`src/rtl/subdp_regs.svh`:
```
// Constants of the subtract datapath
`ifndef SUBDP_REGS_SVH
`define SUBDP_REGS_SVH
`define SUBDP_FILE_OPC 6'h02
`define SUBDP_FILE_OPC_MSB 13
`define SUBDP_FILE_OPC_LSB 8
`define SUBDP_LIT_OPC 5'h1E
`define SUBDP_LIT_OPC_MSB 13
`define SUBDP_LIT_OPC_LSB 9
`define SUBDP_DEST_BIT 7
`define SUBDP_FADDR_MSB 6
`define SUBDP_LIT_MSB 7
`define SUBDP_W_RESET 8'h00
`define SUBDP_FLAG_RESET 1'h0
`endif

```
`src/rtl/subdp_pkg.sv`:
```
// Types of the subtract datapath
package subdp_pkg;
  typedef enum logic [1:0] {subdp_none, subtract_from_literal_op, subtract_from_file_op} subdp_op_t;
endpackage : subdp_pkg

```
`src/rtl/subdp_alu.sv`:
```
// Eight-bit subtractor with flag generation
`timescale 1ns/100ps
module subdp_alu #(
  parameter int WIDTH = 8
) (
  // Operands
  input wire logic [WIDTH-1:0] minuend,
  input wire logic [WIDTH-1:0] subtrahend,
  // Results
  output logic [WIDTH-1:0] difference,
  output logic carry,
  output logic digit_carry,
  output logic zero
);
  // ===========================================================
  // Two's complement add of inverted subtrahend
  logic [WIDTH:0] full_sum;
  logic [4:0] low_sum;
  assign full_sum = {1'b0, minuend} + {1'b0, ~subtrahend} + {{WIDTH{1'b0}}, 1'b1};
  assign low_sum = {1'b0, minuend[3:0]} + {1'b0, ~subtrahend[3:0]} + 5'h01;
  assign difference = full_sum[WIDTH-1:0];
  assign carry = full_sum[WIDTH];
  assign digit_carry = low_sum[4];
  assign zero = (full_sum[WIDTH-1:0] == '0);
endmodule : subdp_alu

```
`src/rtl/subdp_core.sv`:
```
// Subtract instruction decode and writeback
// Overview of operation
// - Literal subtract: literal minus W into W
// - Decode file subtract; file minus W
// - Destination clear: result to W only
// - Destination set: result to file register
// - Carry, digit carry, zero updated; carry=no borrow
`timescale 1ns/100ps
`include "subdp_regs.svh"
module subdp_core import subdp_pkg::*; #(
  parameter int WIDTH = 8,
  parameter int FADDR_W = 7
) (
  // Clock and reset
  input wire logic clock,
  input wire logic reset,
  // Instruction issue
  input wire logic instr_valid,
  input wire logic [13:0] instr_word,
  // File register read data for addressed register
  input wire logic [WIDTH-1:0] file_rdata,
  // File register write port
  output logic file_we,
  output logic [FADDR_W-1:0] file_waddr,
  output logic [WIDTH-1:0] file_wdata,
  // Working register and flags
  output logic [WIDTH-1:0] w_reg,
  output logic carry_flag,
  output logic digit_carry_flag,
  output logic zero_flag,
  // File address for reading
  output logic [FADDR_W-1:0] file_raddr
);
  // ===========================================================
  // Decode
  function automatic subdp_op_t decode_op(input logic [13:0] word);
    if (word[`SUBDP_FILE_OPC_MSB:`SUBDP_FILE_OPC_LSB] == `SUBDP_FILE_OPC)
      return subtract_from_file_op;
    else if (word[`SUBDP_LIT_OPC_MSB:`SUBDP_LIT_OPC_LSB] == `SUBDP_LIT_OPC)
      return subtract_from_literal_op;
    else
      return subdp_none;
  endfunction : decode_op

  subdp_op_t op;
  logic dest_file;
  logic [WIDTH-1:0] minuend;
  logic [WIDTH-1:0] diff;
  logic c_out;
  logic dc_out;
  logic z_out;
  logic do_lit;
  logic do_file;
  assign op = instr_valid ? decode_op(instr_word) : subdp_none;
  assign do_lit = (op == subtract_from_literal_op);
  assign do_file = (op == subtract_from_file_op);
  assign dest_file = instr_word[`SUBDP_DEST_BIT];
  assign file_raddr = instr_word[`SUBDP_FADDR_MSB:0];
  assign minuend = do_file ? file_rdata : instr_word[`SUBDP_LIT_MSB:0];

  // ===========================================================
  // Arithmetic
  subdp_alu #(.WIDTH(WIDTH)) u_alu (
    .minuend(minuend),
    .subtrahend(w_reg),
    .difference(diff),
    .carry(c_out),
    .digit_carry(dc_out),
    .zero(z_out)
  );

  // ===========================================================
  // Writeback
  logic next_w_load;
  logic next_file_we;
  logic next_flag_load;
  assign next_w_load = do_lit || (do_file && !dest_file);
  assign next_file_we = do_file && dest_file;
  assign next_flag_load = do_lit || do_file;

  // ===========================================================
  // Working register
  always_ff @(posedge clock) begin
    if (reset) begin
      w_reg <= `SUBDP_W_RESET;
    end else if (next_w_load) begin
      w_reg <= diff;
    end
  end

  // ===========================================================
  // Status flags
  always_ff @(posedge clock) begin
    if (reset) begin
      carry_flag <= `SUBDP_FLAG_RESET;
      digit_carry_flag <= `SUBDP_FLAG_RESET;
      zero_flag <= `SUBDP_FLAG_RESET;
    end else if (next_flag_load) begin
      carry_flag <= c_out;
      digit_carry_flag <= dc_out;
      zero_flag <= z_out;
    end
  end

  // ===========================================================
  // File register write port
  always_ff @(posedge clock) begin
    if (reset) begin
      file_we <= 1'b0;
      file_waddr <= '0;
      file_wdata <= '0;
    end else begin
      file_we <= next_file_we;
      file_waddr <= file_raddr;
      file_wdata <= diff;
    end
  end

  // ===========================================================
  // Checks
  property p_lit_w;
    @(posedge clock) disable iff (reset)
      do_lit |=> (w_reg == $past(instr_word[7:0]) - $past(w_reg));
  endproperty
  a_lit_w: assert property (p_lit_w) else $error("literal subtract result wrong");
  property p_file_w;
    @(posedge clock) disable iff (reset)
      (do_file && !dest_file) |=> (w_reg == $past(file_rdata) - $past(w_reg)) && !file_we;
  endproperty
  a_file_w: assert property (p_file_w) else $error("file subtract to W wrong");
  property p_file_f;
    @(posedge clock) disable iff (reset)
      (do_file && dest_file) |=> file_we && (file_wdata == $past(file_rdata) - $past(w_reg))
        && $stable(w_reg) && (file_waddr == $past(instr_word[6:0]));
  endproperty
  a_file_f: assert property (p_file_f) else $error("file subtract to file wrong");
  property p_decode;
    @(posedge clock) disable iff (reset)
      (instr_valid && (instr_word[`SUBDP_FILE_OPC_MSB:`SUBDP_FILE_OPC_LSB] == `SUBDP_FILE_OPC))
        |=> (file_we == $past(instr_word[`SUBDP_DEST_BIT]));
  endproperty
  a_decode: assert property (p_decode) else $error("file subtract not decoded");
  property p_carry;
    @(posedge clock) disable iff (reset)
      (do_lit || do_file) |=> carry_flag == ($past(minuend) >= $past(w_reg));
  endproperty
  a_carry: assert property (p_carry) else $error("carry wrong");
  property p_dc;
    @(posedge clock) disable iff (reset)
      (do_lit || do_file) |=> digit_carry_flag == ($past(minuend[3:0]) >= $past(w_reg[3:0]));
  endproperty
  a_dc: assert property (p_dc) else $error("digit carry wrong");
  property p_zero;
    @(posedge clock) disable iff (reset)
      (do_lit || do_file) |=> zero_flag == ($past(minuend) == $past(w_reg));
  endproperty
  a_zero: assert property (p_zero) else $error("zero flag wrong");
  property p_idle;
    @(posedge clock) disable iff (reset)
      !(do_lit || do_file) |=> $stable(w_reg) && $stable(carry_flag) && $stable(digit_carry_flag)
        && $stable(zero_flag) && !file_we;
  endproperty
  a_idle: assert property (p_idle) else $error("state changed without subtract");

  property p_refused;
    @(posedge clock) disable iff (reset)
      (instr_valid && !next_flag_load) |=> $stable(w_reg) && $stable(zero_flag) && !file_we;
  endproperty
  a_refused: assert property (p_refused) else $error("non-subtract word changed state");

  property p_lit_no_we;
    @(posedge clock) disable iff (reset)
      do_lit |=> !file_we;
  endproperty
  a_lit_no_we: assert property (p_lit_no_we) else $error("literal subtract wrote a file register");

  property p_we_pulse;
    @(posedge clock) disable iff (reset)
      file_we |-> $past(next_file_we);
  endproperty
  a_we_pulse: assert property (p_we_pulse) else $error("file write without file subtract");

  property p_w_source;
    @(posedge clock) disable iff (reset)
      $changed(w_reg) |-> $past(next_w_load);
  endproperty
  a_w_source: assert property (p_w_source) else $error("working register changed without load");

  property p_flag_source;
    @(posedge clock) disable iff (reset)
      ($changed(carry_flag) || $changed(digit_carry_flag) || $changed(zero_flag)) |-> $past(next_flag_load);
  endproperty
  a_flag_source: assert property (p_flag_source) else $error("flags changed without subtract");

  property p_wdata_w;
    @(posedge clock) disable iff (reset)
      next_w_load |=> (w_reg == file_wdata);
  endproperty
  a_wdata_w: assert property (p_wdata_w) else $error("working register differs from difference");

  property p_zero_data;
    @(posedge clock) disable iff (reset)
      next_flag_load |=> (zero_flag == (file_wdata == '0));
  endproperty
  a_zero_data: assert property (p_zero_data) else $error("zero flag disagrees with difference");

  property p_cov_lit;
    @(posedge clock) disable iff (reset) do_lit;
  endproperty
  c_lit: cover property (p_cov_lit);
  property p_cov_ff;
    @(posedge clock) disable iff (reset) do_file && dest_file;
  endproperty
  c_ff: cover property (p_cov_ff);
  property p_cov_borrow;
    @(posedge clock) disable iff (reset) do_file && !c_out;
  endproperty
  c_borrow: cover property (p_cov_borrow);
  property p_cov_zero;
    @(posedge clock) disable iff (reset) do_lit && z_out;
  endproperty
  c_zero: cover property (p_cov_zero);
  property p_cov_back;
    @(posedge clock) disable iff (reset) do_lit ##1 do_lit;
  endproperty
  c_back: cover property (p_cov_back);
endmodule : subdp_core

```
`config.mk`:
```
export PLATFORM = sky130hd
export DESIGN_NAME = subdp_core
export DESIGN_NICKNAME = d
export VERILOG_FILES = /design/src/rtl/subdp_pkg.sv /design/src/rtl/subdp_alu.sv /design/src/rtl/subdp_core.sv
export VERILOG_INCLUDE_DIRS = /design/src /design/src/rtl
export SDC_FILE = /design/constraint.sdc
export NUM_CORES = 1
export LEC_CHECK = 0
export BUFFER_PORTS_ARGS = -buffer_cell sky130_fd_sc_hd__buf_2
export CAP_MARGIN = 0
export CORE_MARGIN = 2
export CORE_UTILIZATION = 47
export CTS_CLUSTER_DIAMETER = 40
export DETAILED_ROUTE_END_ITERATION = 16
export PLACE_DENSITY = 0.78
export SYNTH_ARGS = -nofsm -noshare
export SYNTH_HDL_FRONTEND = slang
export SYNTH_SLANG_ARGS = --single-unit
```
`constraint.sdc`:
```
create_clock -name clock -period 4.5 [get_ports clock]
set_input_delay 0.675 -clock clock [delete_from_list [all_inputs] [get_ports clock]]
set_output_delay 0.675 -clock clock [all_outputs]
set_load 0.02 [all_outputs]
```
==> Word-level counts from Yosys, hierarchy flattened <==
Index checks and enable logic that the tools add are counted.
{ "word_totals": {"in_bits": 25, "register_bits": 27, "word_cells": 27, "out_inout_bits": 34} }
{ "op_classes": {"n_addsub": 4, "bitwise_logic": 2, "eq_ne": 4, "reduce_logical": 6, "mux": 4} }
{ "ops": {"columns": ["op", "count"], "rows": [
  ["$add 8x8->9", 1],
  ["$add 9x1->9 const B", 1],
  ["$logic_not 8->1", 1],
  ["$mux 8", 1],
  ["$not 8->8", 1],
  ["$eq 6x2->1 const B", 1],
  ["$add 4x4->5", 1],
  ["$add 5x1->5 const B", 1],
  ["$eq 5x5->1 const B", 1],
  ["$mux 2", 2],
  ["$not 4->4", 1],
  ["$eq 2x1->1 const B", 1],
  ["$eq 2x2->1 const B", 1],
  ["$logic_and 1x1->1", 2],
  ["$logic_or 1x1->1", 2],
  ["$logic_not 1->1", 1],
  ["$mux 1", 1]
]} }

==> Longest topological paths before layout <==
Gate-level depths: netlist of run 1.
{ "depth": {"depth_word": 9, "ltp_mapped": 13, "ltp_nobuf": 12} }

==> Hierarchy <==
From an unflattened synthesis of run 1, not the netlist that was laid out.
{ "unflattened": {"cells_unflattened": 148, "hier_area_um2": 1451.4} }
{ "by_module_without_submodules": {"columns": ["module", "seq_area_each_um2", "cells_per_inst", "area_per_inst_um2", "instances"], "rows": [
  ["subdp_core", 540.5, 96, 1069.8, 1],
  ["subdp_alu", 0.0, 52, 381.6, 1]
]} }

==> Worst setup path after synthesis of run 1 <==
Ideal clock, no wire load.
{ "synth_timing": {"path_type": "input-to-reg", "from": "input instr_word[12]", "to": "register zero_flag", "cell_stages": 12, "arrival_time_ns": 3.325, "path_buffers": 1, "setup_slack_ns": 1.087, "required_ns": 4.412, "setup_ns": 0.088, "cell_sequence": "nor4b_1 nand3_1 inv_1 ha_1 clkbuf_1 mux2_2 ha_1 or4_4 o21ai_2 a31oi_2 xor2_1 o32ai_2"} }
{ "synth_via": {"elab_chain_cells": 9, "word_cells_on_any_way": 12, "classes_between": "add/sub (2); eq/ne (4); mux (4); reduce/logical (2)"} }
{ "synth_rtl": {"columns": ["element", "line_no", "source"], "rows": [
  ["from (decl)", "subdp_core.sv:19", "input wire logic [13:0] instr_word,"],
  ["$eq 5x5->1 (no source line)", null, null],
  ["$mux 1", "subdp_core.sv:39", "else if (word[`SUBDP_LIT_OPC_MSB:`SUBDP_LIT_OPC_LSB] == `SUBDP_LIT_OPC)"],
  ["$mux 2 (*)", "subdp_core.sv:37", "if (word[`SUBDP_FILE_OPC_MSB:`SUBDP_FILE_OPC_LSB] == `SUBDP_FILE_OPC)"],
  ["$mux 2 (*)", "subdp_core.sv:54", "assign op = instr_valid ? decode_op(instr_word) : subdp_none;"],
  ["$eq 2x2->1", "subdp_core.sv:56", "assign do_file = (op == subtract_from_file_op);"],
  ["$mux 8", "subdp_core.sv:59", "assign minuend = do_file ? file_rdata : instr_word[`SUBDP_LIT_MSB:0];"],
  ["$add 8x8->9", "subdp_alu.sv:19", "assign full_sum = {1'b0, minuend} + {1'b0, ~subtrahend} + {{WIDTH{1'b0}}, 1'b1};"],
  ["$add 9x1->9", "subdp_alu.sv:19", null],
  ["$logic_not 8->1", "subdp_alu.sv:24", "assign zero = (full_sum[WIDTH-1:0] == '0);"],
  ["to (signal assigned)", "subdp_core.sv:97", "zero_flag <= `SUBDP_FLAG_RESET;"],
  ["to (signal assigned)", "subdp_core.sv:101", "zero_flag <= z_out;"],
  ["to (decl)", "subdp_core.sv:30", "output logic zero_flag,"]
]} }
Every way passes the cells marked *; elsewhere a longest branch is shown, timed or not.
A chain may end at the register's enable or synchronous reset.

==> Worst setup path in the final report of run 1 <==
Ends and elaborated chain as after synthesis.

==> out/results.tsv, run 1 <==
metric	value	unit
root_buffer	clkbuf_4	
setup_viol	0	
critPathKind	in2reg	
worstHoldPathType	reg2reg	
cts_tree	built	
grt_use_total	18.1	%
maxCapViolCount	0	
gp_congestion	0.824	
fill_cells	285	
ys.flop_type	dfxtp_1	
antenna_found_initial	0	
gr-total-overflow	0	
met3_usage	2.18	%
multi_input_area	778	um^2
grt_pass1_wl	4840	um
syn-mean-instance-area	9.10	um^2
use_met1	23.5	%
syn_to_final_growth	19.8	%
cts_resized	0	
slew_violations	0	
die_area	0.00354	mm^2
die_w	59.5	um
timing.rr.end	zero_flag	
reg2regPathDepth	7	
async_flop_share	0	%
regArea	541	um^2
detailed_place_hpwl	2230	um
holdPathStages	2	
required	4760	ps
cts-htree-levels	1	
status	finished, final reports clean	
start_kind	input pin	
drc	0	
post-cts-setup-buffers	0	
end_kind	flip-flop	
p_per_area	267	mW/mm^2
fmax	299	MHz
fin_util	58.2	%
final_nets	246	
ys_types	46	
core	0.00298	mm^2
reg2reg_slack	2460	ps
rsz0062_at_grt	no	
die_h	59.5	um
vias_per_cell	5.19	
most-common-layout-cells	buf_2 (58), dfxtp_1 (27), nor2_1 (19)	
whs	480	ps
ant_nets	0	
leakage	0.815	nW
grt_max_degree	29	
routed-via-count	1257	
reg2reg_from	w_reg[0]	
ys_ff_latch	27	
clock_skew	7.66	ps
top_usage_layer	met2	
antennaDiodeCount	0	
first_pass_iters	4	
cp_max_fo	12	
clock_path_buffers	2	
rows	20	
slew_headroom	67.7	%
layout-drive-gt1-share	35.9	%
clk_pin_slew_worst_paths	140	ps
ys_seq_area_share	37.4	%
place_ws	786	ps
initial_utilization	48.6	%
wl	2910	um
arrival	3600	ps
post_drt_wl_per_cell	12.0	um
synth-edff-count	0	
worstHoldStart	w_reg[2]	
clock_sinks	27	
port_buffers	58	
setup_ws	1160	ps
drtIter0Drc	33	
grt_pass1_vias	1125	
cts_buffers	3	
synthesis.nets	195	
fin_setup_tns	0	ps
synth_top_area_share	37.4	%
io_pins	59	
yosysTopAreaCell	dfxtp_1	
worst_ir_drop_vdd	0.000115	V
hold_viol	0	
cts_hold_buf	0	
synthCells	159	
layout_min_cycle_time	3340	ps
use_met2	29.7	%
hold_end	w_reg[2]	
startpoint	instr_word[12]	
yosysWarnings	0	
fin_crit_sh	74.3	%
tightestPinTransition	485	ps
ys_top_cells_by_area	dfxtp_1 (37%), ha_1 (8.7%), mux2_2 (6.2%)	
clock_latency	330	ps
layout.cells.most_common	buf_2	
synthesis.area	0.00145	mm^2
==> logic make-up after synthesis <==
kind of cell,after synthesis,share of synthesized area [%]
and+or+nand+nor,51,18.7
DFF,27,37.4
buffers and inverters,27,8.82
muxes,9,6.92
xor gates and xnor gates,3,1.82
adders and majority gates,11,10.0
AOI/OAI and AO/OA,31,16.3
==> cell usage after synthesis (2+ instances only) <==
cell and number:
a211oi_1 3, a21o_1 2, a21oi_1 5, buf_4 7, clkbuf_1 4, dfxtp_1 27
ha_1 10, inv_1 15, mux2_2 8, nand2_1 6, nand3_1 3, nor2_1 19
nor2b_1 10, nor3_1 2, o21a_1 2, o21ai_0 4, o31a_1 2, xnor2_1 2
==> worst max-delay path, cell delays in order <==
cell and delay [ps]:
buf_2 100, nor4b_1 270, nand3_1 140, inv_1 70
ha_1 440, mux2_2 400, ha_1 330, nor2b_1 160
o31a_1 320, o32a_1 220, and2_1 200, o32ai_2 260
==> per-layer routing <==
metal	part of all wire [%]	vias to the layer above	routed length, um
met5	0	-	0
met2	47	45	1360
met3	4.9	5	142
met1	46	557	1340
met4	2.1	0	61
li1	-	650	-
==> worst max path at each step <==
stage                      to  depth (start not counted)
global route        zero_flag                         12
CTS                 zero_flag                         12
detailed placement  zero_flag                         12
finish              zero_flag                         12
floorplan           zero_flag                         12
global placement    zero_flag                         12
==> per-stage QoR <==
step,power (mW),instances,cell area [um^2]
3_5_place_dp,0.361,238,1710
3_3_place_gp,0.360,238,1710
2_1_floorplan,0.332,159,1450
5_1_grt,0.489,242,1730
4_1_cts,0.469,242,1730
6_report,0.463,242,1730
==> cell type report <==
| cell class | count | share of cell area [%] |
|---|---|---|
| well taps | 33 | 2.38 |
| repair buffers | 58 | 16.8 |
| clock buffers | 4 | 1.52 |
| multi-input cells | 105 | 44.9 |
| flip-flops and latches | 27 | 31.2 |
| inverters | 15 | 3.25 |
==> where the power goes <==
part / leakage (nW) / internal (mW) / switching, mW
combinational: 0.578 / 0.0429 / 0.0612
clock: 0.0150 / 0.0348 / 0.0719
sequential: 0.222 / 0.250 / 0.00260
No activity file was read; power rests on OpenSTA's default activity.
==> inputs of run 2 (changes only) <==
--- a/config.mk
+++ b/config.mk
@@ -6,13 +6,14 @@
 export SDC_FILE = /design/constraint.sdc
 export NUM_CORES = 1
 export LEC_CHECK = 0
+export ABC_AREA = 1
 export BUFFER_PORTS_ARGS = -buffer_cell sky130_fd_sc_hd__buf_2
 export CAP_MARGIN = 0
 export CORE_MARGIN = 2
-export CORE_UTILIZATION = 47
+export CORE_UTILIZATION = 43
 export CTS_CLUSTER_DIAMETER = 40
 export DETAILED_ROUTE_END_ITERATION = 16
-export PLACE_DENSITY = 0.78
+export PLACE_DENSITY = 0.75
 export SYNTH_ARGS = -nofsm -noshare
 export SYNTH_HDL_FRONTEND = slang
 export SYNTH_SLANG_ARGS = --single-unit
==> constraint.sdc (replaced) <==
create_clock -name clock -period 2.8 [get_ports clock]
set_input_delay 0.42 -clock clock [delete_from_list [all_inputs] [get_ports clock]]
set_output_delay 0.42 -clock clock [all_outputs]
set_load 0.02 [all_outputs]
==> run 2 against run 1 <==
Synthesized cell count grew 33%. Die area grew 11%. Sequential power grew 61%. Via count grew 14%. Combinational power grew 74%. First-iteration DRC count grew 150%. Worst hold slack lost 170 ps. Clock skew grew 5.2 ps. Critical path depth grew 4.
==> out/results.tsv, run 2 <==
metric	value	unit	change
clock_sinks	27		unchanged
dp_cells	316		was 238
grt_max_degree	19		was 29
io_pins	59		unchanged
crit_chain	buf_2 -> nor2_1 -> nand3_1 -> nor4_1 -> ha_1 -> inv_1 -> nand2_1 -> o21ai_0 -> ha_1 -> fa_1 -> nand3_1 -> nor2_1 -> nand3_1 -> nor2_2 -> nand4_2 -> a21oi_2		was buf_2 -> nor4b_1 -> nand3_1 -> inv_1 -> ha_1 -> mux2_2 -> ha_1 -> nor2b_1 -> o31a_1 -> o32a_1 -> and2_1 -> o32ai_2
clk_pin_slew_worst_paths	150	ps	was 140 ps
ys_types	24		was 46
gr-total-overflow	0		unchanged
cp_max_fo	3		was 12
crit_top_cell	nand3_1		was ha_1
cts_tree	built		unchanged
first_pass_iters	4		unchanged
cts_buffers	3		unchanged
fin_crit_sh	92.6	%	
fmax	386	MHz	
die_h	62.5	um	was 59.5 um
slowest_delay	520	ps	was 440 ps
status	finished, final reports clean		unchanged
drc	0		unchanged
leakage	1.07	nW	was 0.815 nW
synthesis.nets	247		was 195
drtIter0Drc	82		was 33
gp_congestion	0.830		was 0.824
yosysTopAreaCell	dfxtp_1		unchanged
rsz0062_at_grt	no		unchanged
layout_min_cycle_time	2590	ps	
layout.cells.most_common	buf_2		unchanged
netlist_top_cells_count	inv_1 (45), nand2_1 (41), dfxtp_1 (27)		was dfxtp_1 (27), nor2_1 (19), inv_1 (15)
arrival	2850	ps	was 3600 ps
start_kind	input pin		unchanged
ys.flop_type	dfxtp_1		unchanged
synth-edff-count	0		unchanged
routed-via-count	1431		was 1,257
clock_latency	330	ps	about the same
worst_ir_drop_vdd	0.000153	V	was 0.000115 V
post_drt_wl_per_cell	9.64	um	was 12.0 um
root_buffer	clkbuf_4		unchanged
crit_buf_inv	2		unchanged
syn-mean-instance-area	6.99	um^2	was 9.10 um^2
maxCapViolCount	0		unchanged
critPathTopFamily	simple AND/OR/NAND/NOR gates		was compound AO/OA/AOI/OAI gates
initial_utilization	44.5	%	was 48.6%
setup_ws	208	ps	was 1160 ps
tightestPinTransition	444	ps	was 485 ps
fin_setup_tns	0	ps	unchanged
antennaDiodeCount	0		unchanged
fill_cells	343		was 285
port_buffers	58		unchanged
fin_util	56.4	%	was 58.2%
slew_headroom	70.4	%	was 67.7%
grt_use_total	15.9	%	was 18.1%
most-common-layout-cells	buf_2 (58), inv_1 (45), nand2_1 (41)		was buf_2 (58), dfxtp_1 (27), nor2_1 (19)
p_per_area	403	mW/mm^2	was 267 mW/mm^2
ys_ff_latch	27		unchanged
final_nets	311		was 246
clock_skew	12.9	ps	was 7.66 ps
wl	3080	um	was 2910 um
core	0.00331	mm^2	was 0.00298 mm^2
required	3060	ps	was 4760 ps
place_ws	-119	ps	was 786 ps
grt_pass1_vias	1216		was 1,125
critPathKind	in2reg		unchanged
antenna_found_initial	0		unchanged
grt_pass1_wl	5110	um	was 4840 um
setup_viol	0		unchanged
ys_top_cells_by_area	dfxtp_1 (37%), inv_1 (11%), nand2_1 (10%)		was dfxtp_1 (37%), ha_1 (8.7%), mux2_2 (6.2%)
fin_total_pwr	754	uW	was 463 uW
worstHoldPathType	in2reg		was reg2reg
async_flop_share	0	%	unchanged
die_area	0.00391	mm^2	was 0.00354 mm^2
synthesis.area	0.00147	mm^2	was 0.00145 mm^2
vias_per_cell	4.47		was 5.19
rows	21		was 20
crit_slowest_cell	fa_1		was ha_1
stdcell_count	320		was 242
die_w	62.5	um	was 59.5 um
yosysWarnings	0		unchanged
ant_nets	0		unchanged
hold_viol	0		unchanged
synth_top_area_share	36.7	%	was 37.4%
detailed_place_hpwl	2470	um	was 2230 um
end_kind	flip-flop		unchanged
clock_path_buffers	2		unchanged
cts_hold_buf	0		unchanged
slew_violations	0		unchanged
ys_seq_area_share	36.7	%	was 37.4%
cts-htree-levels	1		unchanged
syn_to_final_growth	26.7	%	was 19.8%
layout-drive-gt1-share	30.3	%	was 35.9%
synthCells	211		was 159
synth_most_common_cell	inv_1		was dfxtp_1
## run 2: cell count changes after synthesis, sizes merged, moves of 6 or more
cell / before / now
a21oi: 5 / 11
inv: 15 / 46
mux2: 8 / 0
nand2: 6 / 47
nand3: 3 / 13
nor2b: 10 / 0
o211ai: 0 / 6
o21ai: 6 / 12
## run 2: cell families after synthesis
kind of cell / after synthesis / share of synthesized area (%)
DFF: 27 / 36.7
AOI/OAI and AO/OA: 29 / 11.1
buffers and inverters: 58 / 16.7
and+or+nand+nor: 86 / 25.6
adders and majority gates: 11 / 9.85
## run 2: final cells by class
cell class              count  area, um^2  share of cell area [%]
repair buffers             70         380                    20.4
multi-input cells         126         687                    36.8
well taps                  46        57.6                    3.08
inverters                  47         176                    9.44
flip-flops and latches     27         541                    28.9
clock buffers               4        26.3                    1.41
## run 2: repair_timing
| action | 4_1_cts | 5_1_grt |
|---|---|---|
| resized for setup | 0 | 1 |
| endpoints found under the setup margin | 0 | 1 |
| buffers inserted | 0 | 0 |
## run 2: tightest hold or removal path, stage by stage
cell and delay [ps]:
buf_2 90, inv_1 40, nor2_1 70
## run 2: worst paths after layout
| check | cells after the start | startpoint | endpoint | slack (ps) |
|---|---|---|---|---|
| worst max-delay path | 16 | instr_word[11] | zero_flag | 210 |
| worst min-delay path | 3 | instr_word[2] | file_waddr[2] | 310 |
| worst max register to register | 8 | w_reg[0] | zero_flag | 980 |
| worst min register to register | 2 | zero_flag | zero_flag | 480 |
## run 2: stage by stage
step	hold WS (ps)	area, um^2
after floorplan	542	1470
after global placement	459	1840
after detailed placement	461	1840
after CTS	313	1870
after global routing	304	1870
final	311	1870
## run 2: where the power goes
part | total (mW) | leakage [nW] | internal (mW) | switching [mW]
Clock | 0.167 | 0.0150 | 0.0558 | 0.112
Sequential | 0.406 | 0.222 | 0.401 | 0.00438
Combinational | 0.181 | 0.834 | 0.0703 | 0.110
Total | 0.754 | 1.07 | 0.527 | 0.226
## run 2: routing by layer
layer	vias up	wire length, um	track usage (%)
met4	0	27	4.17
met3	5	176	2.16
li1	777	-	-
met2	45	1340	26.9
met1	604	1540	21.4
met5	-	0	0
==> inputs of run 3 (changes only) <==
--- a/config.mk
+++ b/config.mk
@@ -14,6 +14,7 @@
 export CTS_CLUSTER_DIAMETER = 40
 export DETAILED_ROUTE_END_ITERATION = 16
 export PLACE_DENSITY = 0.75
+export REMOVE_ABC_BUFFERS = 1
 export SYNTH_ARGS = -nofsm -noshare
 export SYNTH_HDL_FRONTEND = slang
 export SYNTH_SLANG_ARGS = --single-unit
==> run 3 against run 2 <==
Sequential share of layout area fell by 0.33 points. Critical path depth increased by 2. Wire length grew 4.9%. Non-clock buffer count unchanged. Clock skew fell by 8.7 ps. Register-to-register slack about the same. Die area unchanged. Largest cell class unchanged. Highest routed layer unchanged.
==> out/results.tsv, run 3 (synthesis gave the netlist of run 2 again) <==
metric	value	unit	change
status	finished, final reports clean		unchanged
worstHoldPathType	in2reg		unchanged
antenna_found_initial	0		unchanged
cts_hold_buf	0		unchanged
start_kind	input pin		unchanged
arrival	2760	ps	was 2850 ps
cts_buffers	3		unchanged
layout-drive-gt1-share	31.0	%	was 30.3%
cts-htree-levels	1		unchanged
seqPwrFrac	53.6	%	was 53.8%
crit_top_cell	nand2_1		was nand3_1
crit_chain	buf_2 -> nor4_4 -> inv_1 -> ha_1 -> buf_4 -> o21ai_1 -> inv_1 -> fa_1 -> inv_1 -> nand2_1 -> nand2_1 -> nand3_1 -> nand2_1 -> nand2_1 -> nand2_2 -> nand2_1 -> o211ai_1 -> inv_1		was buf_2 -> nor2_1 -> nand3_1 -> nor4_1 -> ha_1 -> inv_1 -> nand2_1 -> o21ai_0 -> ha_1 -> fa_1 -> nand3_1 -> nor2_1 -> nand3_1 -> nor2_2 -> nand4_2 -> a21oi_2
antennaDiodeCount	0		unchanged
gp_congestion	0.825		was 0.830
grt_pass1_vias	1295		was 1,216
first_pass_iters	4		unchanged
internal_power	529	uW	was 527 uW
vias_per_cell	4.50		was 4.47
required	3030	ps	was 3060 ps
place_ws	-230	ps	was -119 ps
slowest_delay	410	ps	was 520 ps
cp_max_fo	5		was 3
slew_headroom	70.5	%	was 70.4%
drtIter0Drc	65		was 82
grt_max_degree	19		unchanged
whs	307	ps	was 311 ps
rows	21		unchanged
initial_utilization	44.5	%	unchanged
critPathKind	in2reg		unchanged
drc	0		unchanged
cts_resized	0		unchanged
maxCapViolCount	0		unchanged
swShare	30.1	%	was 30.0%
end_kind	flip-flop		unchanged
p_per_area	401	mW/mm^2	was 403 mW/mm^2
routed-via-count	1440		was 1,431
clock_path_buffers	2		unchanged
hold_viol	0		unchanged
gr-total-overflow	0		unchanged
cts_tree	built		unchanged
core	0.00331	mm^2	unchanged
clock_power_share	21.9	%	was 22.2%
p_sw	228	uW	was 226 uW
clock_sinks	27		unchanged
die_area	0.00391	mm^2	unchanged
clk_pin_slew_worst_paths	130	ps	was 150 ps
worst_ir_drop_vdd	0.000216	V	was 0.000153 V
layout_min_cycle_time	2530	ps	was 2590 ps
setup_ws	275	ps	was 208 ps
clock_skew	4.11	ps	was 12.9 ps
critPathTopFamily	simple AND/OR/NAND/NOR gates		unchanged
clock_latency	330	ps	about the same
final_nets	311		unchanged
detailed_place_hpwl	2560	um	was 2470 um
layout.cells.most_common	buf_2		unchanged
most-common-layout-cells	buf_2 (58), inv_1 (45), nand2_1 (41)		unchanged
tightestPinTransition	441	ps	was 444 ps
fin_setup_tns	0	ps	unchanged
slew_violations	0		unchanged
syn_to_final_growth	28.2	%	was 26.7%
grt_pass1_wl	5510	um	was 5110 um
setup_viol	0		unchanged
io_pins	59		unchanged
port_buffers	58		unchanged
fmax	396	MHz	was 386 MHz
ant_nets	0		unchanged
fin_crit_sh	90.2	%	was 92.6%
post_drt_wl_per_cell	10.1	um	was 9.64 um
crit_slowest_cell	fa_1		unchanged
wl	3230	um	was 3080 um
leakage	1.07	nW	about the same
crit_buf_inv	6		was 2
die_w	62.5	um	unchanged
rsz0062_at_grt	no		unchanged
die_h	62.5	um	unchanged
root_buffer	clkbuf_4		unchanged
pwr-share-comb	24.5	%	was 24.0%
post-cts-setup-buffers	0		unchanged
grt_use_total	17.4	%	was 15.9%
-- run 3: power by group through the flow --
stage                     Sequential [mW]  Combinational [mW]  Clock [mW]
final                               0.406               0.186       0.166
after global routing                0.408               0.208       0.195
after CTS                           0.406               0.184       0.176
after detailed placement            0.415               0.183           0
after global placement              0.414               0.181           0
after floorplan                     0.438              0.0788           0
-- run 3: final cells by class --
cell class                 count  area [um^2]
fill                         352         1420
multi-input combinational    126          708
sequential                    27          541
timing repair buffer          70          380
inverter                      47          176
tap                           46         57.6
clock buffer                   4         26.3
-- run 3: routing by layer --
layer	GRT usage (%)	part of all wire, %	up-vias	wire length, um
li1	-	-	774	-
met1	22.3	47	613	1510
met2	29.2	45	46	1450
met3	2.88	6.3	7	205
met4	6.67	2.0	0	64
met5	0	0	-	0
-- run 3: metrics by stage --
| step | total power, mW | instance area, um^2 | util [%] | std cells |
|---|---|---|---|---|
| floorplan | 0.517 | 1400 | - | 200 |
| global placement | 0.596 | 1840 | 55.6 | 316 |
| detailed placement | 0.598 | 1840 | 55.6 | 316 |
| CTS | 0.766 | 1870 | 56.4 | 320 |
| global route | 0.810 | 1890 | 57.1 | 320 |
| finish | 0.757 | 1890 | 57.1 | 320 |
-- run 3: final timing paths --
kind	depth (start not counted)	slack, ps	endpoint	startpoint
setup / recovery	18	270	w_reg[6]	instr_word[9]
hold / removal	3	310	file_waddr[4]	instr_word[4]
setup reg to reg	12	970	w_reg[6]	w_reg[0]
hold reg to reg	2	490	zero_flag	zero_flag
-- run 3: tightest hold or removal path, delay by kind of cell --
| family | cells | cell delay [ps] |
|---|---|---|
| simple gates | 1 | 70 |
| buf+inv | 2 | 120 |
